[src/core/pin_mux_params.svh]
// Purpose: constants for the multifunction pin function select block
// Assumes: 8-bit register port, one system clock
// Notes: offsets are byte addresses on the plain register port
`ifndef PIN_MUX_PARAMS_SVH
`define PIN_MUX_PARAMS_SVH
// --------------------------------------------------------------
// register offsets and reset values
// --------------------------------------------------------------
`define REG_FUNC 8'h00
`define REG_IRQ_STAT 8'h01
`define REG_IRQ_MASK 8'h02
`define REG_PIN_STATE 8'h03
`define FUNC_RESET 8'h00
`define MASK_RESET 8'h00
// --------------------------------------------------------------
// field positions
// --------------------------------------------------------------
`define DIR_BIT 7
`define IRQ_UPDATE 0
`define IRQ_EDGE 1
`define IRQ_LEVEL 2
// --------------------------------------------------------------
// function codes
// --------------------------------------------------------------
`define FN_IN_IDLE 8'h00
`define FN_IN_UPDATE 8'h01
`define FN_OUT_LOW 8'h80
`define FN_OUT_HIGH 8'h81
`define FN_OUT_DIV 8'h82
`define FN_OUT_WDT 8'h83
`define FN_MEM_BASE 8'h84
`define FN_LOOP_BASE 8'h87
`define FN_ALL_LOCK 8'h8C
`define FN_TWO_LOCK 8'h8D
`define FN_MODE_BASE 8'h90
`define FN_CLAMP 8'h97
`define FN_HIST_AVAIL 8'h98
`define FN_HIST_UPD 8'h99
`define FN_FAULT_BASE 8'hA0
`define FN_VALID_BASE 8'hB0
`define FN_ACTIVE_BASE 8'hC0
`define FN_SYNC 8'hD0
`define FN_SOFT_CFG 8'hD1
// --------------------------------------------------------------
// timing
// --------------------------------------------------------------
`define CLK_DIV_RATIO 32
`endif

[src/core/pin_mux_pkg.sv]
// Purpose: types shared by the multifunction pin function select block
// Assumes: status bits arrive from logic on the system clock
// Notes: constants live in pin_mux_params.svh
package pin_mux_pkg;
  // --------------------------------------------------------------
  // status bundle mirrored onto the pin
  // --------------------------------------------------------------
  typedef struct packed {
    logic [2:0] mem_state;   // upload, download, fault
    logic [4:0] loop_state;  // sys lock, sys stable, out lock, cal, ref present
    logic [6:0] mode_state;  // free run .. phase slew limited
    logic freq_clamped;      // frequency clamped
    logic hist_avail;        // tuning word history available
    logic hist_updated;      // tuning word history updated
    logic [1:0] ref_active;  // active reference field
    logic [3:0] ref_fault;   // faults of refs a..d
    logic [3:0] ref_valid;   // valid of refs a..d
    logic sync_pulse;        // distribution sync pulse
    logic soft_cfg_busy;     // soft pin configuration running
    logic watchdog;          // watchdog timer output
  } status_bundle_t;
  // pin direction taken from the direction bit
  typedef enum logic {
    DIR_INPUT = 1'b0,
    DIR_OUTPUT = 1'b1
  } pin_dir_t;
  // decoded drive of the pin
  typedef struct packed {
    logic level;  // level when driven
    logic known;  // code is a defined function
  } pin_drive_t;
endpackage : pin_mux_pkg

[src/core/multifunction_pin_function_select.sv]
// Purpose: select the function of a multifunction pin from a code
// Assumes: status bundle on clock; pin input asynchronous
// Notes: pin output and enable come straight from flops
//
// The implementer's own choices: the address map and strobed register access.
`timescale 1ns/1ns
`include "pin_mux_params.svh"
module multifunction_pin_function_select #(
  parameter int DIV_RATIO = `CLK_DIV_RATIO
) (
  input wire logic clock,
  input wire logic arst_n,
  input wire logic [7:0] reg_addr,
  input wire logic [7:0] reg_wdata,
  input wire logic reg_wr,
  input wire logic reg_rd,
  output logic [7:0] reg_rdata,
  input wire pin_mux_pkg::status_bundle_t status_i,
  input wire logic pin_in,
  output logic pin_out,
  output logic pin_oe_n,
  output logic update_pulse,
  output logic irq
);
  // --------------------------------------------------------------
  // local sizes
  // --------------------------------------------------------------
  // divider counter width; ratio must be a power of two
  localparam int DIV_W = $clog2(DIV_RATIO);

  // --------------------------------------------------------------
  // decode function
  // --------------------------------------------------------------
  // maps a code to the pin level; unknown codes give level 0
  function automatic pin_mux_pkg::pin_drive_t decode_fn(
    input logic [7:0] code,
    input pin_mux_pkg::status_bundle_t st,
    input logic div_bit
  );
    pin_mux_pkg::pin_drive_t r;
    r = '{level: 1'b0, known: 1'b1};
    // input codes never drive a level
    if (code == `FN_IN_IDLE || code == `FN_IN_UPDATE)
      r.level = 1'b0;
    else if (code == `FN_OUT_LOW)
      r.level = 1'b0;
    else if (code == `FN_OUT_HIGH)
      r.level = 1'b1;
    else if (code == `FN_OUT_DIV)
      r.level = div_bit;
    else if (code == `FN_OUT_WDT)
      r.level = st.watchdog;
    else if (code >= `FN_MEM_BASE && code < `FN_LOOP_BASE)
      r.level = st.mem_state[2'(code - `FN_MEM_BASE)];
    // loop range covers both the lock bits and calibration/reference
    else if (code >= `FN_LOOP_BASE && code < `FN_ALL_LOCK)
      r.level = st.loop_state[3'(code - `FN_LOOP_BASE)];
    // phase lock, analog lock and system loop lock
    else if (code == `FN_ALL_LOCK)
      r.level = st.mode_state[4] & st.loop_state[2] & st.loop_state[0];
    else if (code == `FN_TWO_LOCK)
      r.level = st.mode_state[4] & st.loop_state[2];
    // mode range
    else if (code >= `FN_MODE_BASE && code < `FN_CLAMP)
      r.level = st.mode_state[3'(code - `FN_MODE_BASE)];
    else if (code == `FN_CLAMP)
      r.level = st.freq_clamped;
    else if (code == `FN_HIST_AVAIL)
      r.level = st.hist_avail;
    else if (code == `FN_HIST_UPD)
      r.level = st.hist_updated;
    else if ((code & 8'hFC) == `FN_FAULT_BASE)
      r.level = st.ref_fault[code[1:0]];
    else if ((code & 8'hFC) == `FN_VALID_BASE)
      r.level = st.ref_valid[code[1:0]];
    else if ((code & 8'hFC) == `FN_ACTIVE_BASE)
      r.level = (st.ref_active == code[1:0]);
    else if (code == `FN_SYNC)
      r.level = st.sync_pulse;
    else if (code == `FN_SOFT_CFG)
      r.level = st.soft_cfg_busy;
    // reserved: inactive low, flagged unknown
    else
      r = '{level: 1'b0, known: 1'b0};
    return r;
  endfunction : decode_fn

  // --------------------------------------------------------------
  // register state
  // --------------------------------------------------------------
  logic [7:0] func_q;       // pin function code
  logic [2:0] irq_stat_q;   // sticky event bits
  logic [2:0] irq_mask_q;   // interrupt enables
  logic [7:0] rdata_q;      // read data, one cycle after strobe
  logic [DIV_W-1:0] div_q;  // free running clock divider
  logic sync1_q;            // pin synchroniser, first stage
  logic sync2_q;            // pin synchroniser, second stage
  logic sync3_q;            // delayed copy for edge detect
  logic pin_out_q;          // registered pin level
  logic pin_oe_n_q;         // registered enable, low drives
  logic update_q;           // register update trigger
  logic irq_q;              // registered interrupt level
  pin_mux_pkg::pin_drive_t drive_d; // decoded drive
  pin_mux_pkg::pin_dir_t dir;       // direction from code
  logic in_rise;            // synced rising edge on the pin
  logic update_d;           // next update trigger
  logic [2:0] irq_evt;      // events this cycle
  logic stat_wr;            // write to status register
  logic [2:0] irq_act;      // unmasked pending events

  // --------------------------------------------------------------
  // combinational decode
  // --------------------------------------------------------------
  assign dir = pin_mux_pkg::pin_dir_t'(func_q[`DIR_BIT]);
  assign drive_d = decode_fn(func_q, status_i, div_q[DIV_W-1]);
  assign in_rise = sync2_q & ~sync3_q;
  // only code 0x01 turns an input edge into an update
  assign update_d = (func_q == `FN_IN_UPDATE) & in_rise;
  assign stat_wr = reg_wr & (reg_addr == `REG_IRQ_STAT);
  assign irq_act = irq_stat_q & irq_mask_q;
  // events: update trigger, input edge, output level change
  always_comb
  begin
    irq_evt = 3'h0;
    irq_evt[`IRQ_UPDATE] = update_d;
    irq_evt[`IRQ_EDGE] = in_rise & (dir == pin_mux_pkg::DIR_INPUT)
                         & (func_q == `FN_IN_UPDATE);
    irq_evt[`IRQ_LEVEL] = (dir == pin_mux_pkg::DIR_OUTPUT)
                          & drive_d.known
                          & (drive_d.level != pin_out_q);
  end

  // --------------------------------------------------------------
  // function code register
  // --------------------------------------------------------------
  // any value is stored; reserved ones simply decode inactive
  always_ff @(posedge clock or negedge arst_n)
  begin
    if (!arst_n)
    begin
      func_q <= `FUNC_RESET;
    end
    else if (reg_wr && reg_addr == `REG_FUNC)
    begin
      func_q <= reg_wdata;
    end
  end

  // --------------------------------------------------------------
  // interrupt mask register
  // --------------------------------------------------------------
  always_ff @(posedge clock or negedge arst_n)
  begin
    if (!arst_n)
    begin
      irq_mask_q <= 3'(`MASK_RESET);
    end
    else if (reg_wr && reg_addr == `REG_IRQ_MASK)
    begin
      irq_mask_q <= reg_wdata[2:0];
    end
  end

  // --------------------------------------------------------------
  // sticky status, write one to clear
  // --------------------------------------------------------------
  // a new event beats a clear in the same cycle, so none is lost
  always_ff @(posedge clock or negedge arst_n)
  begin
    if (!arst_n)
    begin
      irq_stat_q <= 3'h0;
    end
    else
    begin
      irq_stat_q <= (irq_stat_q & ~(stat_wr ? reg_wdata[2:0] : 3'h0))
                    | irq_evt;
    end
  end

  // --------------------------------------------------------------
  // interrupt output
  // --------------------------------------------------------------
  // registered so the port comes from a flop; one cycle late
  always_ff @(posedge clock or negedge arst_n)
  begin
    if (!arst_n)
    begin
      irq_q <= 1'b0;
    end
    else
    begin
      irq_q <= |irq_act;
    end
  end

  // --------------------------------------------------------------
  // read port
  // --------------------------------------------------------------
  // data stand only in the cycle after the strobe, else zero
  always_ff @(posedge clock or negedge arst_n)
  begin
    if (!arst_n)
    begin
      rdata_q <= 8'h00;
    end
    else if (reg_rd)
    begin
      case (reg_addr)
        `REG_FUNC: rdata_q <= func_q;
        `REG_IRQ_STAT: rdata_q <= {5'h00, irq_stat_q};
        `REG_IRQ_MASK: rdata_q <= {5'h00, irq_mask_q};
        // live pin view: direction, synced input, driven level
        `REG_PIN_STATE: rdata_q <= {5'h00, func_q[`DIR_BIT], sync2_q, pin_out_q};
        default: rdata_q <= 8'h00; // unmapped reads zero
      endcase
    end
    else
    begin
      rdata_q <= 8'h00;
    end
  end

  // --------------------------------------------------------------
  // clock divider
  // --------------------------------------------------------------
  // free running, so the divided clock phase ignores code changes
  always_ff @(posedge clock or negedge arst_n)
  begin
    if (!arst_n)
    begin
      div_q <= '0;
    end
    else
    begin
      div_q <= div_q + 1'b1;
    end
  end

  // --------------------------------------------------------------
  // pin input synchroniser
  // --------------------------------------------------------------
  // first stage feeds only the second stage
  always_ff @(posedge clock or negedge arst_n)
  begin
    if (!arst_n)
    begin
      sync1_q <= 1'b0;
      sync2_q <= 1'b0;
      sync3_q <= 1'b0;
    end
    else
    begin
      sync1_q <= pin_in;
      sync2_q <= sync1_q;
      sync3_q <= sync2_q;
    end
  end

  // --------------------------------------------------------------
  // update trigger
  // --------------------------------------------------------------
  always_ff @(posedge clock or negedge arst_n)
  begin
    if (!arst_n)
    begin
      update_q <= 1'b0;
    end
    else
    begin
      update_q <= update_d;
    end
  end

  // --------------------------------------------------------------
  // pin driver
  // --------------------------------------------------------------
  // input codes release the pin; level held low to stay defined
  always_ff @(posedge clock or negedge arst_n)
  begin
    if (!arst_n)
    begin
      pin_out_q <= 1'b0;
      pin_oe_n_q <= 1'b1;
    end
    else
    begin
      pin_out_q <= drive_d.level;
      pin_oe_n_q <= (dir == pin_mux_pkg::DIR_INPUT);
    end
  end

  // --------------------------------------------------------------
  // outputs
  // --------------------------------------------------------------
  assign reg_rdata = rdata_q;
  assign pin_out = pin_out_q;
  assign pin_oe_n = pin_oe_n_q;
  assign update_pulse = update_q;
  assign irq = irq_q;
endmodule : multifunction_pin_function_select

[config.mk]
export PLATFORM = sky130hd
export DESIGN_NAME = multifunction_pin_function_select
export DESIGN_NICKNAME = d
export VERILOG_FILES = /design/src/core/pin_mux_pkg.sv /design/src/core/multifunction_pin_function_select.sv
export VERILOG_INCLUDE_DIRS = /design/src /design/src/core
export SDC_FILE = /design/constraint.sdc
export NUM_CORES = 1
export LEC_CHECK = 0
export BUFFER_PORTS_ARGS = -buffer_cell sky130_fd_sc_hd__buf_2
export CORE_MARGIN = 2
export CORE_UTILIZATION = 40
export DETAILED_ROUTE_END_ITERATION = 16
export PLACE_DENSITY = 0.72
export SETUP_SLACK_MARGIN = 0.05
export SLEW_MARGIN = 20
export SYNTH_ARGS = -nofsm -noshare
export SYNTH_HDL_FRONTEND = slang
export SYNTH_SLANG_ARGS = --single-unit
[constraint.sdc]
create_clock -name clock -period 3.2 [get_ports clock]
set_input_delay 0.16 -clock clock [delete_from_list [all_inputs] [get_ports clock]]
set_output_delay 0.16 -clock clock [all_outputs]
set_load 0.1 [all_outputs]
# Yosys cells after proc, flatten, opt, wreduce, memory -nomap -nowiden
# Cells that the tools add are included.
[classes]
n_shift = 0
n_reduce_logical = 9
order_cmp = 10
mul = 0
muxes = 49
n_eq_ne = 20
div = 0
bitwise_logic = 15
add_sub_neg = 4
[ops]
columns = ["operator", "n"]
rows = [
  ["$eq 8x8->1 const B", 11],
  ["$mux 1", 41],
  ["$pmux 8 s4", 1],
  ["$ge 8x8->1 const B", 3],
  ["$lt 8x8->1 const B", 3],
  ["$eq 6x6->1 const B", 3],
  ["$eq 8x1->1 const B", 2],
  ["$eq 8x2->1 const B", 2],
  ["$logic_not 8->1", 2],
  ["$and 1x1->1", 9],
  ["$lt 3x4->1 const B", 2],
  ["$mux 8", 1],
  ["$and 3x3->3", 2],
  ["$bmux 1 s2", 3],
  ["$bmux 1 s3", 2],
  ["$lt 2x3->1 const B", 2],
  ["$add 5x1->5 const B", 1],
  ["$logic_and 1x1->1", 5],
  ["$mux 3", 1],
  ["$not 3->3", 1],
  ["$or 3x3->3", 1],
  ["$reduce_or 3->1", 1],
  ["$sub 3x1->3 const B", 1],
  ["$sub 3x3->3 const B", 1],
  ["5 further kinds", 6],
]
[totals]
register_bits = 34
mem_count = 0
mem_bits_rw = 0
rom_bits = 0
output_inout_bits = 12
latchBits = 0
in_bits = 52
word_cells = 119

# Longest topological paths before layout
# Gate-level depths: netlist of the first run.
[depth]
ltp_word = 22
mapped_depth = 10
mapped_depth_nobuf = 8

# Worst setup path before layout of the first run
# No wires, ideal clock.
[synth_path]
path_kind = "register -> register"
from = "reg func_q[1]"
to = "reg irq_stat_q[2]"
path_buffers = 1
synth_period_minus_slack_ns = 2.486
required_ns = 3.104
stages_incl_launch_ff = 10
arrival_time_ns = 2.391
setup_ns = 0.096
slack_ns = 0.714
cell_sequence = "dfrtp_1 -> clkbuf_1 -> inv_1 -> ha_1 -> mux2i_1 -> a221oi_1 -> a311o_1 -> a41o_1 -> o31a_1 -> o31ai_1"
[synth_via]
elab_chain_len = 22
word_cells_on_any_way = 77
classes_between = "add/sub: 3; order compare: 6; eq/ne: 14; mux: 46; bitwise: 3; reduce/logical: 5"
[synth_rtl]
columns = ["element", "line", "rtl"]
rows = [
  ["start: declaration", "multifunction_pin_function_select.sv:91", "logic [7:0] func_q;"],
  ["start signal: assignment", "multifunction_pin_function_select.sv:141", "func_q <= `FUNC_RESET;"],
  ["start signal: assignment", "multifunction_pin_function_select.sv:145", "func_q <= reg_wdata;"],
  ["$eq 8x8->1 (no source line)", "--", ""],
  ["$mux 1", "multifunction_pin_function_select.sv:80", "else if (code == `FN_SOFT_CFG)"],
  ["$mux 1", "multifunction_pin_function_select.sv:78", "else if (code == `FN_SYNC)"],
  ["$mux 1", "multifunction_pin_function_select.sv:76", "else if ((code & 8'hFC) == `FN_ACTIVE_BASE)"],
  ["$mux 1", "multifunction_pin_function_select.sv:74", "else if ((code & 8'hFC) == `FN_VALID_BASE)"],
  ["$mux 1", "multifunction_pin_function_select.sv:72", "else if ((code & 8'hFC) == `FN_FAULT_BASE)"],
  ["$mux 1", "multifunction_pin_function_select.sv:70", "else if (code == `FN_HIST_UPD)"],
  ["$mux 1", "multifunction_pin_function_select.sv:68", "else if (code == `FN_HIST_AVAIL)"],
  ["[... 6 more ...]", "--", ""],
  ["$mux 1", "multifunction_pin_function_select.sv:51", "else if (code == `FN_OUT_WDT)"],
  ["$mux 1", "multifunction_pin_function_select.sv:49", "else if (code == `FN_OUT_DIV)"],
  ["$mux 1", "multifunction_pin_function_select.sv:47", "else if (code == `FN_OUT_HIGH)"],
  ["$mux 1", "multifunction_pin_function_select.sv:45", "else if (code == `FN_OUT_LOW)"],
  ["$mux 1", "multifunction_pin_function_select.sv:43", "if (code == `FN_IN_IDLE || code == `FN_IN_UPDATE)"],
  ["$and 1x1->1 / $ne 1x1->1 (equally long branches)", "multifunction_pin_function_select.sv:129, multifunction_pin_function_select.sv:130", ""],
  ["$and 1x1->1 (*)", "multifunction_pin_function_select.sv:130", "& (drive_d.level != pin_out_q);"],
  ["$or 3x3->3 (*)", "multifunction_pin_function_select.sv:177", "| irq_evt;"],
  ["end signal: assignment", "multifunction_pin_function_select.sv:176", "irq_stat_q <= (irq_stat_q & ~(stat_wr ? reg_wdata[2:0] : 3'h0))"],
  ["end: declaration", "multifunction_pin_function_select.sv:92", "logic [2:0] irq_stat_q;"],
]
# Every way passes the cells marked *; elsewhere a longest branch is shown, timed or not. The select of a mux whose other input is x is not followed.
# A chain may end at the register's enable or synchronous reset.

# Worst setup path in the final report of the first run
# Ends and elaborated chain as after synthesis.

==> run metrics, run 1 <==
status=completed; syn nets=259; Layout area overhead=22.4%; leading area contributor after synthesis=dfrtp_1; Startpoint Class=flop; cell area after layout=2510 um^2; Synth Area in Compound Gates=14.8%; post-DR vias/cell=5.36; worst min-delay path startpoint=reg_wdata[3]; flop-to-flop setup slack=550 ps; First DRT Iteration DRCs=128; port bufs=63; area share of the largest cell type after synthesis=40.3%; Vias=1789; count of TritonRoute iterations in the first routing pass=4; io pins=64; Synth Area in XOR/XNOR=2.14%; first-pass GRT wire length=7.85 mm; GRT Util Overall=18.2%; largest family of logic cells by synthesized area=simple AND/OR/NAND/NOR gates; DP Wirelength=3.47 mm; worst endpoint required time=3400 ps; CP top delay family=compound AO/OA/AOI/OAI gates; Fin. Hold Viols=0; post-synthesis sequential area ratio=41.5%; static leakage=1.24 nW; initial antenna violation count=0; RR Startpoint=func_q[1]; root buffer cell=clkbuf_8; period utilization=82.8%; clock tree buffer depth=2; final WL=4.59 mm; routability cong.=0.893; Post-synth EDFFs=0; hold crit path type=in -> reg; initial core utilization=40.7%; post-synthesis simple-gate area fraction=21.4%; worst rel slew slack=51.4%; Syn Inst Count=202; cts bufs inserted=5; MaxCap Viol Count=0; Die W=75.6 um; Mean Syn Cell Area=10.2 um^2; Reg-to-Reg End=irq_stat_q[2]; number of global-route vias before repair=1677; Setup CP Type=reg -> reg; post-synthesis mux area share=11.2%; Reg clk slew, reported paths=70 ps; TritonCTS clock tree=done; Slew @ Worst Pin=730 ps; Site Rows=26; crit-path cells=inv_1 -> ha_1 -> mux2i_1 -> a221oi_1 -> a311o_1 -> a41o_1 -> o31a_1 -> o31ai_1; final setup violation count=0; Worst Path Buf+Inv=1; GRT overflow=0; Post-DP Area=2400 um^2; Cell variety after synth=54; Fin Hold WS=94.6 ps; FMAX=0.377 GHz; PwrDens=414 nW/um^2; clock sinks=34; worst hold endpoint=func_q[3]; Post-synth ARST share=100%; Synth Area in Adders=3.05%; synthesized area=2050 um^2; Die Height=75.6 um; Setup TNS=0 ps; CTS H-tree lvls=2; most common library cells after synthesis=dfrtp_1 (33), nand2_1 (18), o21ai_0 (15); CP endpoint kind=flop; Final Skew=3.54 ps; Peak VDD IR=0.000307 V; remaining antenna violation count after routing=0; # DRC=0; fraction of layout cells with a size suffix above 1=32.2%; RSZ-0062 raised after global routing=no; largest net degree at the start of global routing=35; Synth area leaders=dfrtp_1 (40%), mux4_1 (3.8%), o21ai_0 (3.7%); WP depth=8; Post-synth top flop=dfrtp_1; Core ar.=5040 um^2; wire length per cell=13.7 um; Crit-path slowest cell=dfrtp_1; full die area=5720 um^2; Worst Path Max Fanout=12; Hold Crit Depth=3; # nets final=320; crit path DAT=2850 ps; FILL cells=491; count leader, synth=dfrtp_1; flops & latches, synth=34; Max Slew Vio Count=0; crit-path max cell delay=620 ps; n_diodes=0; fin crit period=2650 ps; Synthesis Warnings=0; post-CTS setup buffers=0; length in cells of the worst reg-to-reg path=8; Clk Latency, worst-skew pair=280 ps
-- metrics by stage --
step	total power [mW]	utilization (%)	worst slack (ps)	cells
after floorplan	0.652	-	714	202
after global placement	0.724	47.6	642	324
after detailed placement	0.725	47.6	556	324
after CTS	1.05	49.8	542	334
after global routing	1.10	49.8	352	334
final	1.04	49.8	549	334
-- power breakdown --
| part | internal, mW | switching [mW] |
|---|---|---|
| clock network | 0.173 | 0.147 |
| logic | 0.106 | 0.126 |
| registers | 0.453 | 0.0340 |
| total | 0.733 | 0.307 |
-- layer usage --
layer	global-route usage (%)	share of wire [%]
met1	26.3	47
met2	27.6	46
met3	3.70	6.6
met4	5.26	1.3
met5	0	0
-- timing repair --
item,in CTS,in global routing
endpoints found under the hold margin,34,0
hold buffers,2,0
gates resized for setup,0,0
-- final cells by class --
type                            count  area (um^2)  area share (%)
Tap cell                           70         87.6            3.49
Sequential cell                    34          852            33.9
Timing Repair Buffer               67          350            14.0
Clock inverter                      1         5.00           0.199
Inverter                           13         48.8            1.94
Multi-Input combinational cell    142         1080            43.0
Clock buffer                        7         86.3            3.44
-- placed cells by master, fill, tap and decap left out, drive strengths merged, types with 6 or more instances in the layout --
master / instances
clkbuf: 7
nor2b: 6
nand2: 18
dfrtp: 33
o21ai: 15
inv: 13
nor2: 7
nor3: 6
buf: 65
mux4: 6
-- worst max path at each step --
stage	slack, ps	end	from
after floorplan	710	irq_stat_q[2]	func_q[1]
after global placement	640	irq_stat_q[2]	func_q[1]
after detailed placement	560	irq_stat_q[2]	func_q[1]
after CTS	540	irq_stat_q[2]	func_q[1]
after global routing	350	irq_stat_q[2]	func_q[1]
final	550	irq_stat_q[2]	func_q[1]
-- cell families after synthesis --
family                     after synthesis
and+or+nand+nor                         74
AOI/OAI and AO/OA                       44
DFF                                     34
buffers and inverters                   26
muxes                                   14
xor gates and xnor gates                 5
adders and majority gates                5
-- sequential cells by signal (all words and copies together), names as in the netlist, 3 cells and up --
name and flops:
reg_rdata 8, irq_mask_q 3, div_q 5, func_q 8
irq_stat_q 3
-- worst reg2reg max path, delay by kind of cell (launching register included) --
kind	cells	cell delay, ps
adder cells (fa/ha/maj)	1	360
AO/OA/AOI/OAI	5	1200
buffers and inverters	1	140
flip-flops	1	620
multiplexers	1	240
No activity file was read; power rests on OpenSTA's default activity.
==> run 2: changes to the inputs <==
Clock period 3.2 ns to 2.6 ns, I/O delays scaled along.
==> run metrics, run 2 (synthesis gave the netlist of run 1 again) <==
Setup TNS=0 ps; post-CTS setup buffers=0; Max Slew Vio Count=0; TritonCTS clock tree=done; CP endpoint kind=flop; Reg clk slew, reported paths=70 ps; Die W=75.6 um; fin cells=337; Final Skew=4.25 ps; Fin. Hold Viols=0; n_diodes=0; largest net degree at the start of global routing=35; crit path DAT=2550 ps; Fin Hold WS=50.9 ps; CTS H-tree lvls=2; root buffer cell=clkbuf_8; routability cong.=0.939; Site Rows=26; cts bufs inserted=5; Startpoint Class=flop; initial core utilization=40.7%; crit-path max cell delay=390 ps; count of TritonRoute iterations in the first routing pass=4; Die Height=75.6 um; # nets final=323; clock sinks=34; Slew @ Worst Pin=721 ps; MaxCap Viol Count=0; FILL cells=473; wire length per cell=13.7 um; Clk Latency, worst-skew pair=280 ps; Core ar.=5040 um^2; port bufs=63; hold crit path type=in -> reg; GRT overflow=0; crit-path cells=inv_1 -> ha_4 -> mux2i_2 -> a221oi_1 -> a311o_1 -> a41o_1 -> o31a_1 -> o31ai_1; most common cell after layout, fill and taps aside=buf_2; clock tree buffer depth=2; RSZ-0062 raised after global routing=no; First DRT Iteration DRCs=45; highest-count cells in the layout ignoring fill and taps=buf_2 (63), dfrtp_1 (33), nand2_1 (18); Cells after DPL=327; Peak VDD IR=0.000402 V; io pins=64; number of global-route vias before repair=1624; Layout area overhead=24.8%; initial antenna violation count=0; Setup CP Type=reg -> reg; remaining antenna violation count after routing=0; FMAX=0.425 GHz; DP Wirelength=3.56 mm; worst endpoint required time=2800 ps; full die area=5720 um^2; Vias=1745; fin crit period=2350 ps; GRT Util Overall=17.7%; first-pass GRT wire length=7.55 mm; total power draw=1.29 mW; # DRC=0; post-DR vias/cell=5.18; final WL=4.60 mm; fraction of layout cells with a size suffix above 1=34.5%; status=completed; PwrDens=505 nW/um^2; final setup violation count=0; period utilization=90.4%; Worst Path Max Fanout=4; Crit-path slowest cell=dfrtp_1; static leakage=1.25 nW; worst rel slew slack=51.9%
-- run 2: cell types whose count changed in the layout (fill, tap and decap cells not counted), sizes merged --
cell	delta
buf	+3
-- run 2: critical path: cells and delay by family (launching register included) --
family	cells	cell delay, ps
multiplexers	1	230
adder cells (fa/ha/maj)	1	310
flip-flops	1	390
AO/OA/AOI/OAI	5	1210
buffers and inverters	1	120
-- run 2: final timing paths --
| check | from | endpoint | slack [ps] | cells past startpoint |
|---|---|---|---|---|
| max | func_q[0] | irq_stat_q[2] | 250 | 8 |
| min | reg_wdata[3] | func_q[3] | 50 | 3 |
| max reg2reg | func_q[0] | irq_stat_q[2] | 250 | 8 |
| min reg2reg | sync1_q | sync2_q | 350 | 0 |
| max in group asynchronous | arst_n | sync3_q | 1700 | 2 |
| min in group asynchronous | arst_n | irq_stat_q[2] | 440 | 2 |
-- run 2: cell type report --
class	count	area (um^2)	share of cell area [%]
clock buffers	7	86.3	3.37
multi-input cells	142	1110	43.2
flip-flops and latches	34	852	33.3
repair buffers	70	373	14.6
well taps	70	87.6	3.42
clock inverters	1	5.00	0.196
inverters	13	48.8	1.91
-- run 2: repair_timing --
item / in CTS / in global routing
hold endpoints to repair: 34 / 0
hold buffers: 2 / 0
setup endpoints to repair: 0 / 1
resized for setup: 0 / 4
-- run 2: power breakdown --
group	total [mW]	switching, mW	internal, mW
logic	0.307	0.167	0.140
registers	0.592	0.0342	0.558
clock network	0.394	0.180	0.213
total	1.29	0.381	0.911
-- run 2: stage by stage --
stage | cell area [um^2] | setup slack, ps | util, %
after floorplan | 2050 | 114 | -
after global placement | 2420 | 328 | 48.0
after detailed placement | 2420 | 197 | 48.0
after CTS | 2530 | 178 | 50.2
after global routing | 2560 | 69.0 | 50.7
final | 2560 | 249 | 50.7
-- run 2: layer usage --
layer | vias to the layer above | track usage [%] | share of wire [%]
met2 | 72 | 27.3 | 45
met5 | - | 0 | 0
met1 | 795 | 25.1 | 46
li1 | 872 | - | -
met3 | 6 | 3.97 | 7.4
met4 | 0 | 5.46 | 1.2
